## config.mk

```make
export PLATFORM = sky130hd
export DESIGN_NAME = star_bank
export DESIGN_NICKNAME = d
export VERILOG_FILES = /design/src/rtl/star_pkg.sv /design/src/rtl/star_acc_if.sv /design/src/rtl/star_bank.sv /design/src/rtl/star_access_check.sv
export SDC_FILE = /design/constraint.sdc
export NUM_CORES = 1
export LEC_CHECK = 0
export BUFFER_PORTS_ARGS = -buffer_cell sky130_fd_sc_hd__buf_2
export CAP_MARGIN = 20
export CORE_ASPECT_RATIO = 1.1
export CORE_MARGIN = 2
export CORE_UTILIZATION = 45
export DETAILED_ROUTE_END_ITERATION = 12
export PLACE_DENSITY_LB_ADDON = 0.12
export SLEW_MARGIN = 10
export SYNTH_ARGS = -nofsm -noshare
export SYNTH_HDL_FRONTEND = slang
export SYNTH_SLANG_ARGS = --single-unit
```

## constraint.sdc

```tcl
create_clock -name clock_in -period 7.3 [get_ports clock_in]
set_input_delay 0.73 -clock clock_in [delete_from_list [all_inputs] [get_ports clock_in]]
set_output_delay 0.73 -clock clock_in [all_outputs]
set_load 0.05 [all_outputs]
```

## src/rtl/star_pkg.sv

```systemverilog
package star_pkg;
    // system register encoding fields
    localparam logic [1:0] STAR_OP0_AUX      = 2'h3;   // op0 = 11
    localparam logic [2:0] STAR_OP1_AUX      = 3'h0;   // op1 = 000
    localparam logic [3:0] STAR_CRN_AUX      = 4'hf;   // crn = 1111
    localparam logic [3:0] STAR_CRM_AUX_LOW  = 4'h1;   // crm for one..three
    localparam logic [3:0] STAR_CRM_AUX_FIVE = 4'h9;   // crm for five
    localparam logic [2:0] STAR_OP2_ONE      = 3'h0;   // op2 of register one
    localparam logic [2:0] STAR_OP2_TWO      = 3'h1;   // op2 of register two
    localparam logic [2:0] STAR_OP2_THREE    = 3'h2;   // op2 of register three
    localparam logic [2:0] STAR_OP2_FIVE     = 3'h0;   // op2 of register five
    // trap control encoding (own choice, outside aux space)
    localparam logic [1:0] STAR_OP0_TRAP     = 2'h3;   // op0 of trap register
    localparam logic [2:0] STAR_OP1_TRAP     = 3'h6;   // op1 of trap register
    localparam logic [3:0] STAR_CRN_TRAP     = 4'h1;   // crn of trap register
    localparam logic [3:0] STAR_CRM_TRAP     = 4'h1;   // crm of trap register
    localparam logic [2:0] STAR_OP2_TRAP     = 3'h2;   // op2 of trap register
    // trap register layout
    localparam int         STAR_FP_TRAP_POS  = 10;     // fp/vector trap bit
    localparam int         STAR_TRACE_POS    = 20;     // trace trap, reads 0
    localparam logic [31:0] STAR_TRAP_RESET  = 32'h0000_0000; // reset value
    localparam logic [63:0] STAR_AUX_RESET   = 64'h0; // aux reset value
    localparam int         STAR_AUX_CNT      = 4;      // aux registers
    // exception levels
    localparam logic [1:0] STAR_EL0 = 2'h0;            // user level
    localparam logic [1:0] STAR_EL1 = 2'h1;            // kernel level
    localparam logic [1:0] STAR_EL2 = 2'h2;            // hypervisor level
    localparam logic [1:0] STAR_EL3 = 2'h3;            // monitor level
    // decoded register select
    typedef enum logic [2:0] {
        STAR_SEL_NONE,
        STAR_SEL_ONE,
        STAR_SEL_TWO,
        STAR_SEL_THREE,
        STAR_SEL_FIVE,
        STAR_SEL_TRAP
    } star_sel_t;
endpackage

```

## src/rtl/star_acc_if.sv

```systemverilog
`timescale 1ns/10ps
// access context passed from the bank to its permission checker
interface star_acc_if;
    logic [1:0] level;        // current exception level
    logic       nonsecure;    // nonsecure state bit
    logic       gen_trap;     // general trap select
    logic       gate_l2;      // level2 write gate bit
    logic       gate_l3;      // level3 write gate bit
    logic [2:0] sel;          // decoded register select
    logic       is_write;     // access is a write
    logic       allow;        // access permitted
    modport bank (output level, nonsecure, gen_trap, gate_l2, gate_l3,
                  sel, is_write, input allow);
    modport check (input level, nonsecure, gen_trap, gate_l2, gate_l3,
                   sel, is_write, output allow);
endinterface

```

## src/rtl/star_bank.sv

```systemverilog
`timescale 1ns/10ps
module star_bank
    import star_pkg::*;
(
    input  wire logic        clock_in,        // core clock
    input  wire logic        rst_in,          // sync reset, high
    input  wire logic        req_valid_in,    // register access request
    input  wire logic        req_write_in,    // 1 write, 0 read
    input  wire logic [1:0]  req_op0_in,      // encoding op0
    input  wire logic [2:0]  req_op1_in,      // encoding op1
    input  wire logic [3:0]  req_crn_in,      // encoding crn
    input  wire logic [3:0]  req_crm_in,      // encoding crm
    input  wire logic [2:0]  req_op2_in,      // encoding op2
    input  wire logic [63:0] req_wdata_in,    // write data
    input  wire logic [1:0]  cur_level_in,    // current exception level
    input  wire logic        nonsecure_state_bit_in,    // security state
    input  wire logic        general_trap_select_in,    // general trap
    input  wire logic        host_hypervisor_select_in, // no effect here
    input  wire logic        aux_access_ctrl_level2_in, // bit0 level2 gate
    input  wire logic        aux_access_ctrl_level3_in, // bit0 level3 gate
    input  wire logic        fp_insn_in,      // instruction uses fp regs
    output logic             resp_valid_out,  // access answered
    output logic [63:0]      resp_rdata_out,  // read data
    output logic             resp_fault_out,  // synchronous exception
    output logic             resp_hit_out,    // encoding belongs here
    output logic             fp_trap_out,     // trap fp insn to el3
    output logic             fp_vector_trap_bit_out // trap bit state
);
    import star_pkg::*;

    star_acc_if acc ();                      // checker link
    star_sel_t  sel;                         // decoded register

    logic        fp_trap_r;                  // trap bit flop
    logic        fp_trap_nxt;                // next trap bit
    logic [63:0] aux_r   [STAR_AUX_CNT];     // aux registers, one copy
    logic [63:0] aux_nxt [STAR_AUX_CNT];     // next aux values
    logic        valid_r, valid_nxt;         // answer strobe
    logic        fault_r, fault_nxt;         // exception flag
    logic        hit_r,   hit_nxt;           // decode hit flag
    logic [63:0] rdata_r, rdata_nxt;         // read data flop
    logic [63:0] rd_mux;                     // selected read value

    // request classes after the permission check
    // at most one of deny, wr_ok and rd_ok is high in a cycle
    logic        claimed;                    // decodes into this bank
    logic        deny;                       // claimed but refused
    logic        wr_ok;                      // permitted write
    logic        rd_ok;                      // permitted read

    // encoding decode, shared by read and write paths
    function automatic star_sel_t decode(input logic [1:0] op0,
                                         input logic [2:0] op1,
                                         input logic [3:0] crn,
                                         input logic [3:0] crm,
                                         input logic [2:0] op2);
        star_sel_t s;
        s = STAR_SEL_NONE;
        if (op0 == STAR_OP0_AUX && op1 == STAR_OP1_AUX
            && crn == STAR_CRN_AUX) begin
            if (crm == STAR_CRM_AUX_LOW) begin
                case (op2)
                    STAR_OP2_ONE:   s = STAR_SEL_ONE;
                    STAR_OP2_TWO:   s = STAR_SEL_TWO;
                    STAR_OP2_THREE: s = STAR_SEL_THREE;
                    default:        s = STAR_SEL_NONE;
                endcase
            end else if (crm == STAR_CRM_AUX_FIVE
                         && op2 == STAR_OP2_FIVE) begin
                s = STAR_SEL_FIVE;
            end
        end else if (op0 == STAR_OP0_TRAP && op1 == STAR_OP1_TRAP
                     && crn == STAR_CRN_TRAP && crm == STAR_CRM_TRAP
                     && op2 == STAR_OP2_TRAP) begin
            s = STAR_SEL_TRAP;
        end
        return s;
    endfunction

    // array slot of an aux select
    function automatic int slot(input star_sel_t s);
        case (s)
            STAR_SEL_ONE:   return 0;
            STAR_SEL_TWO:   return 1;
            STAR_SEL_THREE: return 2;
            default:        return 3;
        endcase
    endfunction

    // 32-bit trap image; only the fp/vector bit is live
    // the trace trap position is not built and always reads zero
    function automatic logic [31:0] trap_image(input logic trap_bit);
        logic [31:0] img;                    // image under construction
        img                   = STAR_TRAP_RESET; // other fields idle
        img[STAR_TRACE_POS]   = 1'b0;        // trace trap not built
        img[STAR_FP_TRAP_POS] = trap_bit;
        return img;
    endfunction

    assign sel = decode(req_op0_in, req_op1_in, req_crn_in,
                        req_crm_in, req_op2_in);

    // host hypervisor select has no say over this bank
    // feed the checker; state bit is not used to pick a copy
    assign acc.level     = cur_level_in;
    assign acc.nonsecure = nonsecure_state_bit_in;
    assign acc.gen_trap  = general_trap_select_in;
    assign acc.gate_l2   = aux_access_ctrl_level2_in;
    assign acc.gate_l3   = aux_access_ctrl_level3_in;
    assign acc.sel       = sel;
    assign acc.is_write  = req_write_in;

    star_access_check u_check (
        .acc (acc.check)
    );

    // read mux; aux words whole, trap register as its 32-bit image
    // encodings outside the bank read as zero
    always_comb begin
        rd_mux = 64'h0;                      // default for misses
        case (sel)
            STAR_SEL_ONE, STAR_SEL_TWO,
            STAR_SEL_THREE, STAR_SEL_FIVE: rd_mux = aux_r[slot(sel)];
            STAR_SEL_TRAP: rd_mux = {32'h0, trap_image(fp_trap_r)};
            default: rd_mux = 64'h0;
        endcase
    end

    // request classes; a claimed request decodes to this bank
    // a refused access must not reach any state below
    assign claimed = req_valid_in && (sel != STAR_SEL_NONE);
    assign deny    = claimed && !acc.allow;
    assign wr_ok   = claimed && acc.allow && req_write_in;
    assign rd_ok   = claimed && acc.allow && !req_write_in;

    // trap bit next value
    always_comb begin
        fp_trap_nxt = fp_trap_r;               // hold by default
        // only a permitted write of the trap register moves it
        if (wr_ok && sel == STAR_SEL_TRAP) begin
            fp_trap_nxt = req_wdata_in[STAR_FP_TRAP_POS];
        end
    end

    // trap bit register, clear after reset
    always_ff @(posedge clock_in) begin
        if (rst_in) begin
            fp_trap_r <= STAR_TRAP_RESET[STAR_FP_TRAP_POS];
        end else begin
            fp_trap_r <= fp_trap_nxt;          // take next value
        end
    end

    // one aux register per slot, one copy for both states
    // slot order: one, two, three, five
    for (genvar g = 0; g < STAR_AUX_CNT; g++) begin : g_aux
        // next value of this slot; writes replace the whole word
        always_comb begin
            aux_nxt[g] = aux_r[g];             // hold by default
            // trap register writes never land in a slot
            if (wr_ok && sel != STAR_SEL_TRAP && slot(sel) == g) begin
                aux_nxt[g] = req_wdata_in;
            end
        end

        // register of this slot
        always_ff @(posedge clock_in) begin
            if (rst_in) begin
                aux_r[g] <= STAR_AUX_RESET;    // cleared on reset
            end else begin
                aux_r[g] <= aux_nxt[g];        // take next value
            end
        end
    end

    // answer: every request gets one strobe, misses included
    // data only on a permitted read, so a fault leaks nothing
    always_comb begin
        valid_nxt = req_valid_in;              // one per request
        hit_nxt   = claimed;
        fault_nxt = deny;
        rdata_nxt = rd_ok ? rd_mux : 64'h0;    // zero unless read
    end

    // answer registers
    always_ff @(posedge clock_in) begin
        if (rst_in) begin
            // outputs quiet while reset is held
            valid_r <= 1'b0;
            fault_r <= 1'b0;
            hit_r   <= 1'b0;
            rdata_r <= 64'h0;
        end else begin
            valid_r <= valid_nxt;
            fault_r <= fault_nxt;
            hit_r   <= hit_nxt;
            rdata_r <= rdata_nxt;
        end
    end

    // trap output is combinational so the instruction in flight sees
    // the bit as last written; no level, state or mode input takes
    // part, so no exception level or security state is exempt
    assign fp_trap_out            = fp_trap_r && fp_insn_in;
    assign fp_vector_trap_bit_out = fp_trap_r;

    // answer outputs straight from their flops
    assign resp_valid_out         = valid_r;
    assign resp_fault_out         = fault_r;
    assign resp_hit_out           = hit_r;
    assign resp_rdata_out         = rdata_r;
endmodule // star_bank

```

## src/rtl/star_access_check.sv

```systemverilog
`timescale 1ns/10ps
// permission check for one system register access
module star_access_check
    import star_pkg::*;
(
    star_acc_if.check acc  // access context and verdict
);
    logic level_ok;        // level may touch aux registers
    logic gated;           // register under write gate
    logic gate_open;       // write gate lets write through

    // level table for aux registers
    always_comb begin
        case (acc.level)
            STAR_EL0: level_ok = 1'b0;
            STAR_EL1: level_ok = !(acc.nonsecure && acc.gen_trap);
            STAR_EL2: level_ok = acc.nonsecure;
            STAR_EL3: level_ok = 1'b1;
            default:  level_ok = 1'b0;
        endcase
    end

    // registers two, three and five carry the write gate
    assign gated = (acc.sel == STAR_SEL_TWO) || (acc.sel == STAR_SEL_THREE)
                 || (acc.sel == STAR_SEL_FIVE);
    // el1 needs both gate bits, el2 needs the level3 one
    always_comb begin
        case (acc.level)
            STAR_EL1: gate_open = acc.gate_l2 && acc.gate_l3;
            STAR_EL2: gate_open = acc.gate_l3;
            default:  gate_open = 1'b1;
        endcase
    end

    // final verdict
    always_comb begin
        if (acc.sel == STAR_SEL_TRAP) begin
            acc.allow = (acc.level == STAR_EL3);  // trap reg only at el3
        end else if (acc.sel == STAR_SEL_NONE) begin
            acc.allow = 1'b0;                     // not in this bank
        end else begin
            acc.allow = level_ok && !(acc.is_write && gated && !gate_open);
        end
    end
endmodule // star_access_check

```

==> results.cfg, run 1 <==
[yosys]
syn_area_um2 = 13730
synthCells = 1002
yosysTopAreaCellShare_pct = 55.99
synth_edf_count = 256
syn-mean-instance-area_um2 = 13.70
yosysWarnings = 0
synthesis.nets = 1098
post-synth-top-area-cell = edfxtp_1
ys_ff_latch = 324
synth.area.top_cells = edfxtp_1, dfxtp_1, nor3_1, a2111oi_2, mux2i_1
async_flop_share_pct = 0
ys_seq_area_share_pct = 65.90
synth_cell_types = 50
synthFlopType = edfxtp_1

[global_routing]
grt_max_degree = 215
antenna_found_initial = 0
grt_pass1_wl_um = 51660
grt-ovfl-total = 0
grt_use_total_pct = 21.07
grt_pass1_vias = 8854

[run]
cap_violations = 0

[sta]
skew_ns = 0.01054
tightest_slew_ns = 1.081
period_needed_ns = 3.593
timing.final.crit_share_pct = 49.22
hold_viol = 0
clock.fmax_mhz = 278.3
setup_viol = 0
slew_headroom_pct = 27.92
tns_ns = 0
whs_ns = 0.4555
worst_slack_ns = 3.707
rsz0062_at_grt = false
slew_violations = 0

[drt]
avgRoutedWirePerCell_um = 21.62
dr.first_iter.drc_count = 660
finalWirelength_um = 33530
dr.pass1.iters = 5
vias_per_cell = 5.683
drtAntennaViolNets = 0
remaining_drc_errors = 0
dr_total_vias = 8814

[final_layout]
fin_util_pct = 52.43
area_growth_pct = 15.56
nets = 1207
final_cell_mix = nor3_1, edfxtp_1, buf_2, dfxtp_1, mux2i_1
n_antenna_cell = 0
instances_no_fill = 1551
drive_gt1_share_pct = 27.18
n_fill_cell = 2605
fin_area_um2 = 15870

[pwr]
peakVddDrop_mv = 0.1469
power_per_cell_area_nw_per_um2 = 249.0
p_leak_nw = 4.948
total_power_mw = 3.950

[floorplanning]
ios = 161
die_area_um2 = 31930
placementRows = 67
die_w_um = 170.6
die_h_um = 187.2
core_um2 = 30260
start_util_pct = 45.37

[cts]
cts_setup_buffers = 0
clk_latency_ns = 0.51
path_clk_slew_ns = 0.07
cts.repair.resized = 0
cts_hold_buf = 0
h-tree-depth = 2
clock-sinks = 324
clock_path_buffers = 3
cts_tree = done
cts_buffers = 34
cts_root_buf = clkbuf_16

[placed_design]
pre_cts_slack_ns = 3.166
gp_congestion = 0.7944
port_buffers = 159
dp_cells = 1489
post_dp_cell_area_um2 = 14800
dp_hpwl_um = 16800

[setup_path]
cp-end-kind = flip-flop
start_kind = primary input
crit_fanout = 53
cp_data_required_time_ns = 7.44
setup.worst_path.class = in -> reg
critPathArrivalTime_ns = 3.73

[hold_path]
holdCritPathClass = in -> reg

[outcome]
status = complete, no violations
==> worst max-delay path: stages <==
cell      delay, ns
buf_2          0.15
nor4b_2        0.18
and3_1         0.20
a311oi_1       0.45
a32oi_4        0.09
buf_4          0.36
o21bai_4       0.88
buf_4          0.66
==> state kept, by name (all words and copies together) (netlist names) <==
name                    count
resp_hit_out                1
aux_r                     256
resp_rdata_out             64
fp_vector_trap_bit_out      1
resp_valid_out              1
resp_fault_out              1
==> Yosys cell counts, types with 2 or more instances <==
cell type  count
ha_1           4
nor4b_2        2
nand2_1        4
buf_6          6
o21bai_1       4
and2_1         3
nor2_1         4
edfxtp_1     256
inv_1          3
mux2i_1       65
buf_2         43
o22ai_1       63
nand2b_1      64
clkbuf_1      52
a2111oi_4      2
a2111oi_2     58
and3_1         4
a2111oi_0      4
dfxtp_1       68
nand3b_1       2
nand4_1        4
buf_4          2
nand3_1        2
buf_1          2
nor3_1       256
==> routing by layer <==
metal	track usage [%]	wire, um	vias to the layer above	share of wire (%)
li1	-	-	4159	-
met1	28.50	14350	4378	43
met2	35.85	16900	224	50
met3	2.793	1582	53	4.7
met4	5.490	698	0	2.1
met5	0	0	-	0
==> logic make-up after synthesis <==
kind of cell / count (synthesis) / synth area share (%)
buf+inv: 108 / 3.727
xor+xnor: 1 / 0.06380
compound gates: 142 / 10.81
fa+ha+maj: 5 / 0.4465
mux: 65 / 4.738
flops: 324 / 65.90
simple gates: 357 / 14.32
==> power by group <==
| group | switching [mW] | internal, mW | total [mW] |
|---|---|---|---|
| registers | 0.0179 | 2.06 | 2.08 |
| logic | 0.158 | 0.0549 | 0.213 |
| clock network | 0.706 | 0.956 | 1.66 |
| total | 0.882 | 3.07 | 3.95 |
==> layout make-up <==
| cell class | instances | area (um^2) | share of cell area (%) |
|---|---|---|---|
| clock buffer | 49 | 1001 | 6.309 |
| clock inverter | 13 | 65.06 | 0.4101 |
| timing repair buffer | 178 | 950.9 | 5.993 |
| tap | 414 | 518.0 | 3.265 |
| inverter | 3 | 11.26 | 0.07097 |
| sequential | 324 | 9049 | 57.03 |
| multi-input combinational | 570 | 4272 | 26.92 |
==> worst paths after layout <==
check / startpoint / to / slack (ns) / cells past startpoint
min: req_write_in / resp_rdata_out[10] / 0.46 / 2
max reg2reg: aux_r[1][10] / resp_rdata_out[10] / 5.79 / 3
max: req_op1_in[2] / aux_r[0][37] / 3.71 / 8
min reg2reg: fp_vector_trap_bit_out / resp_rdata_out[10] / 0.55 / 2
(Power assumes the default switching activity.)
==> run 2, diff against run 1 <==
Clock period 7.3 ns to 3.7 ns, I/O delays scaled along.
==> results.cfg, run 2 (synthesis gave the netlist of run 1 again) <==
[final_layout]
register_area_um2 = 9049
n_fill_cell = 2600
largest_reg_flops = 256
multiInputGateArea_um2 = 4272
nets = 1216
area_growth_pct = 17.49
fin_area_um2 = 16130
drive_gt1_share_pct = 27.40
final_cell_mix = nor3_1, edfxtp_1, buf_2, dfxtp_1, mux2i_1
top_register = aux_r

[global_routing]
grt_pass1_vias = 9033
antenna_found_initial = 1
grt_pass1_wl_um = 51810
grt_use_total_pct = 21.08
grt-ovfl-total = 0
grt_max_degree = 81

[sta]
skew_ns = 0.007068
clock.fmax_mhz = 369.0
hold_viol = 0
tns_ns = 0
whs_ns = 0.07896
slew_headroom_pct = 35.97
timing.final.crit_share_pct = 73.25
setup_viol = 0
rsz0062_at_grt = false
period_needed_ns = 2.710
slew_violations = 0
tightest_slew_ns = 0.9605

[pwr]
total_power_mw = 8.018
p_int_mw = 6.307
switchingPower_mw = 1.711
p_seq_share_pct = 51.1
power_per_cell_area_nw_per_um2 = 497.0
swShare_pct = 21.34
p_leak_nw = 5.067
clockPowerShare_pct = 43.5
peakVddDrop_mv = 0.3815
p_comb_share_pct = 5.5

[drt]
finalWirelength_um = 33530
avgRoutedWirePerCell_um = 21.48
dr_total_vias = 8877
vias_per_cell = 5.687
remaining_drc_errors = 0
dr.pass1.iters = 5
drtAntennaViolNets = 0
dr.first_iter.drc_count = 592

[placed_design]
dp_hpwl_um = 17560
post_dp_cell_area_um2 = 14990
port_buffers = 159
gp_congestion = 0.7877

[setup_path]
setup.worst_path.class = in -> reg
critPathArrivalTime_ns = 2.89
cp-end-kind = flip-flop
crit_fanout = 41
start_kind = primary input
cp_data_required_time_ns = 3.88

[cts]
clock-sinks = 324
cts_buffers = 35
clk_latency_ns = 0.51
clock_path_buffers = 3
cts_hold_buf = 0
cts_tree = done
cts_root_buf = clkbuf_16
path_clk_slew_ns = 0.06
h-tree-depth = 2
cts_setup_buffers = 0
cts.repair.resized = 0

[floorplanning]
die_w_um = 170.6
core_um2 = 30260
die_h_um = 187.2
start_util_pct = 45.37
ios = 161
die_area_um2 = 31930
placementRows = 67

[hold_path]
holdCritPathClass = in -> reg

[outcome]
status = complete, no violations

[run]
cap_violations = 0
run 2: worst max-delay path: stages:
cell and delay (ns):
buf_2 0.18, xor2_1 0.32, nor4b_2 0.57, nand4_1 0.26, o21bai_4 0.78, buf_12 0.37
run 2: power groups by stage:
| stage | Combinational (mW) | Clock [mW] | Sequential, mW |
|---|---|---|---|
| after floorplan | 0.281 | 0 | 4.17 |
| after global placement | 0.437 | 0 | 4.16 |
| after detailed placement | 0.442 | 0 | 4.17 |
| after CTS | 0.443 | 3.55 | 4.10 |
| after global routing | 0.478 | 3.69 | 4.11 |
| final | 0.438 | 3.49 | 4.10 |
run 2: worst paths after layout:
kind | from | endpoint | cells past startpoint | slack [ns]
setup / recovery | req_op2_in[0] | aux_r[2][9] | 6 | 0.99
hold / removal | rst_in | resp_valid_out | 2 | 0.08
setup reg to reg | aux_r[1][10] | resp_rdata_out[10] | 3 | 2.31
hold reg to reg | fp_vector_trap_bit_out | resp_rdata_out[10] | 2 | 0.56
run 2: final cells by class:
cell class | count | share of cell area, %
diodes | 1 | 0.01551
clock buffers | 48 | 6.058
clock inverters | 15 | 1.032
inverters | 3 | 0.06981
multi-input cells | 570 | 26.48
flip-flops and latches | 324 | 56.09
well taps | 414 | 3.211
repair buffers | 186 | 7.043
run 2: metrics by stage:
step / utilization, % / setup WS, ns / std cells
3_5_place_dp: 49.52 / 0.4728 / 1497
3_3_place_gp: 49.52 / 0.5402 / 1497
4_1_cts: 53.30 / 0.9767 / 1560
5_1_grt: 53.31 / 0.7891 / 1561
2_1_floorplan: - / 0.3969 / 1002
6_report: 53.31 / 0.9896 / 1561
run 2: per-layer routing:
| metal | track usage, % | wire, um |
|---|---|---|
| met4 | 6.542 | 850 |
| met1 | 26.91 | 14140 |
| met2 | 36.89 | 17070 |
| met3 | 3.068 | 1475 |
| met5 | 0 | 0 |
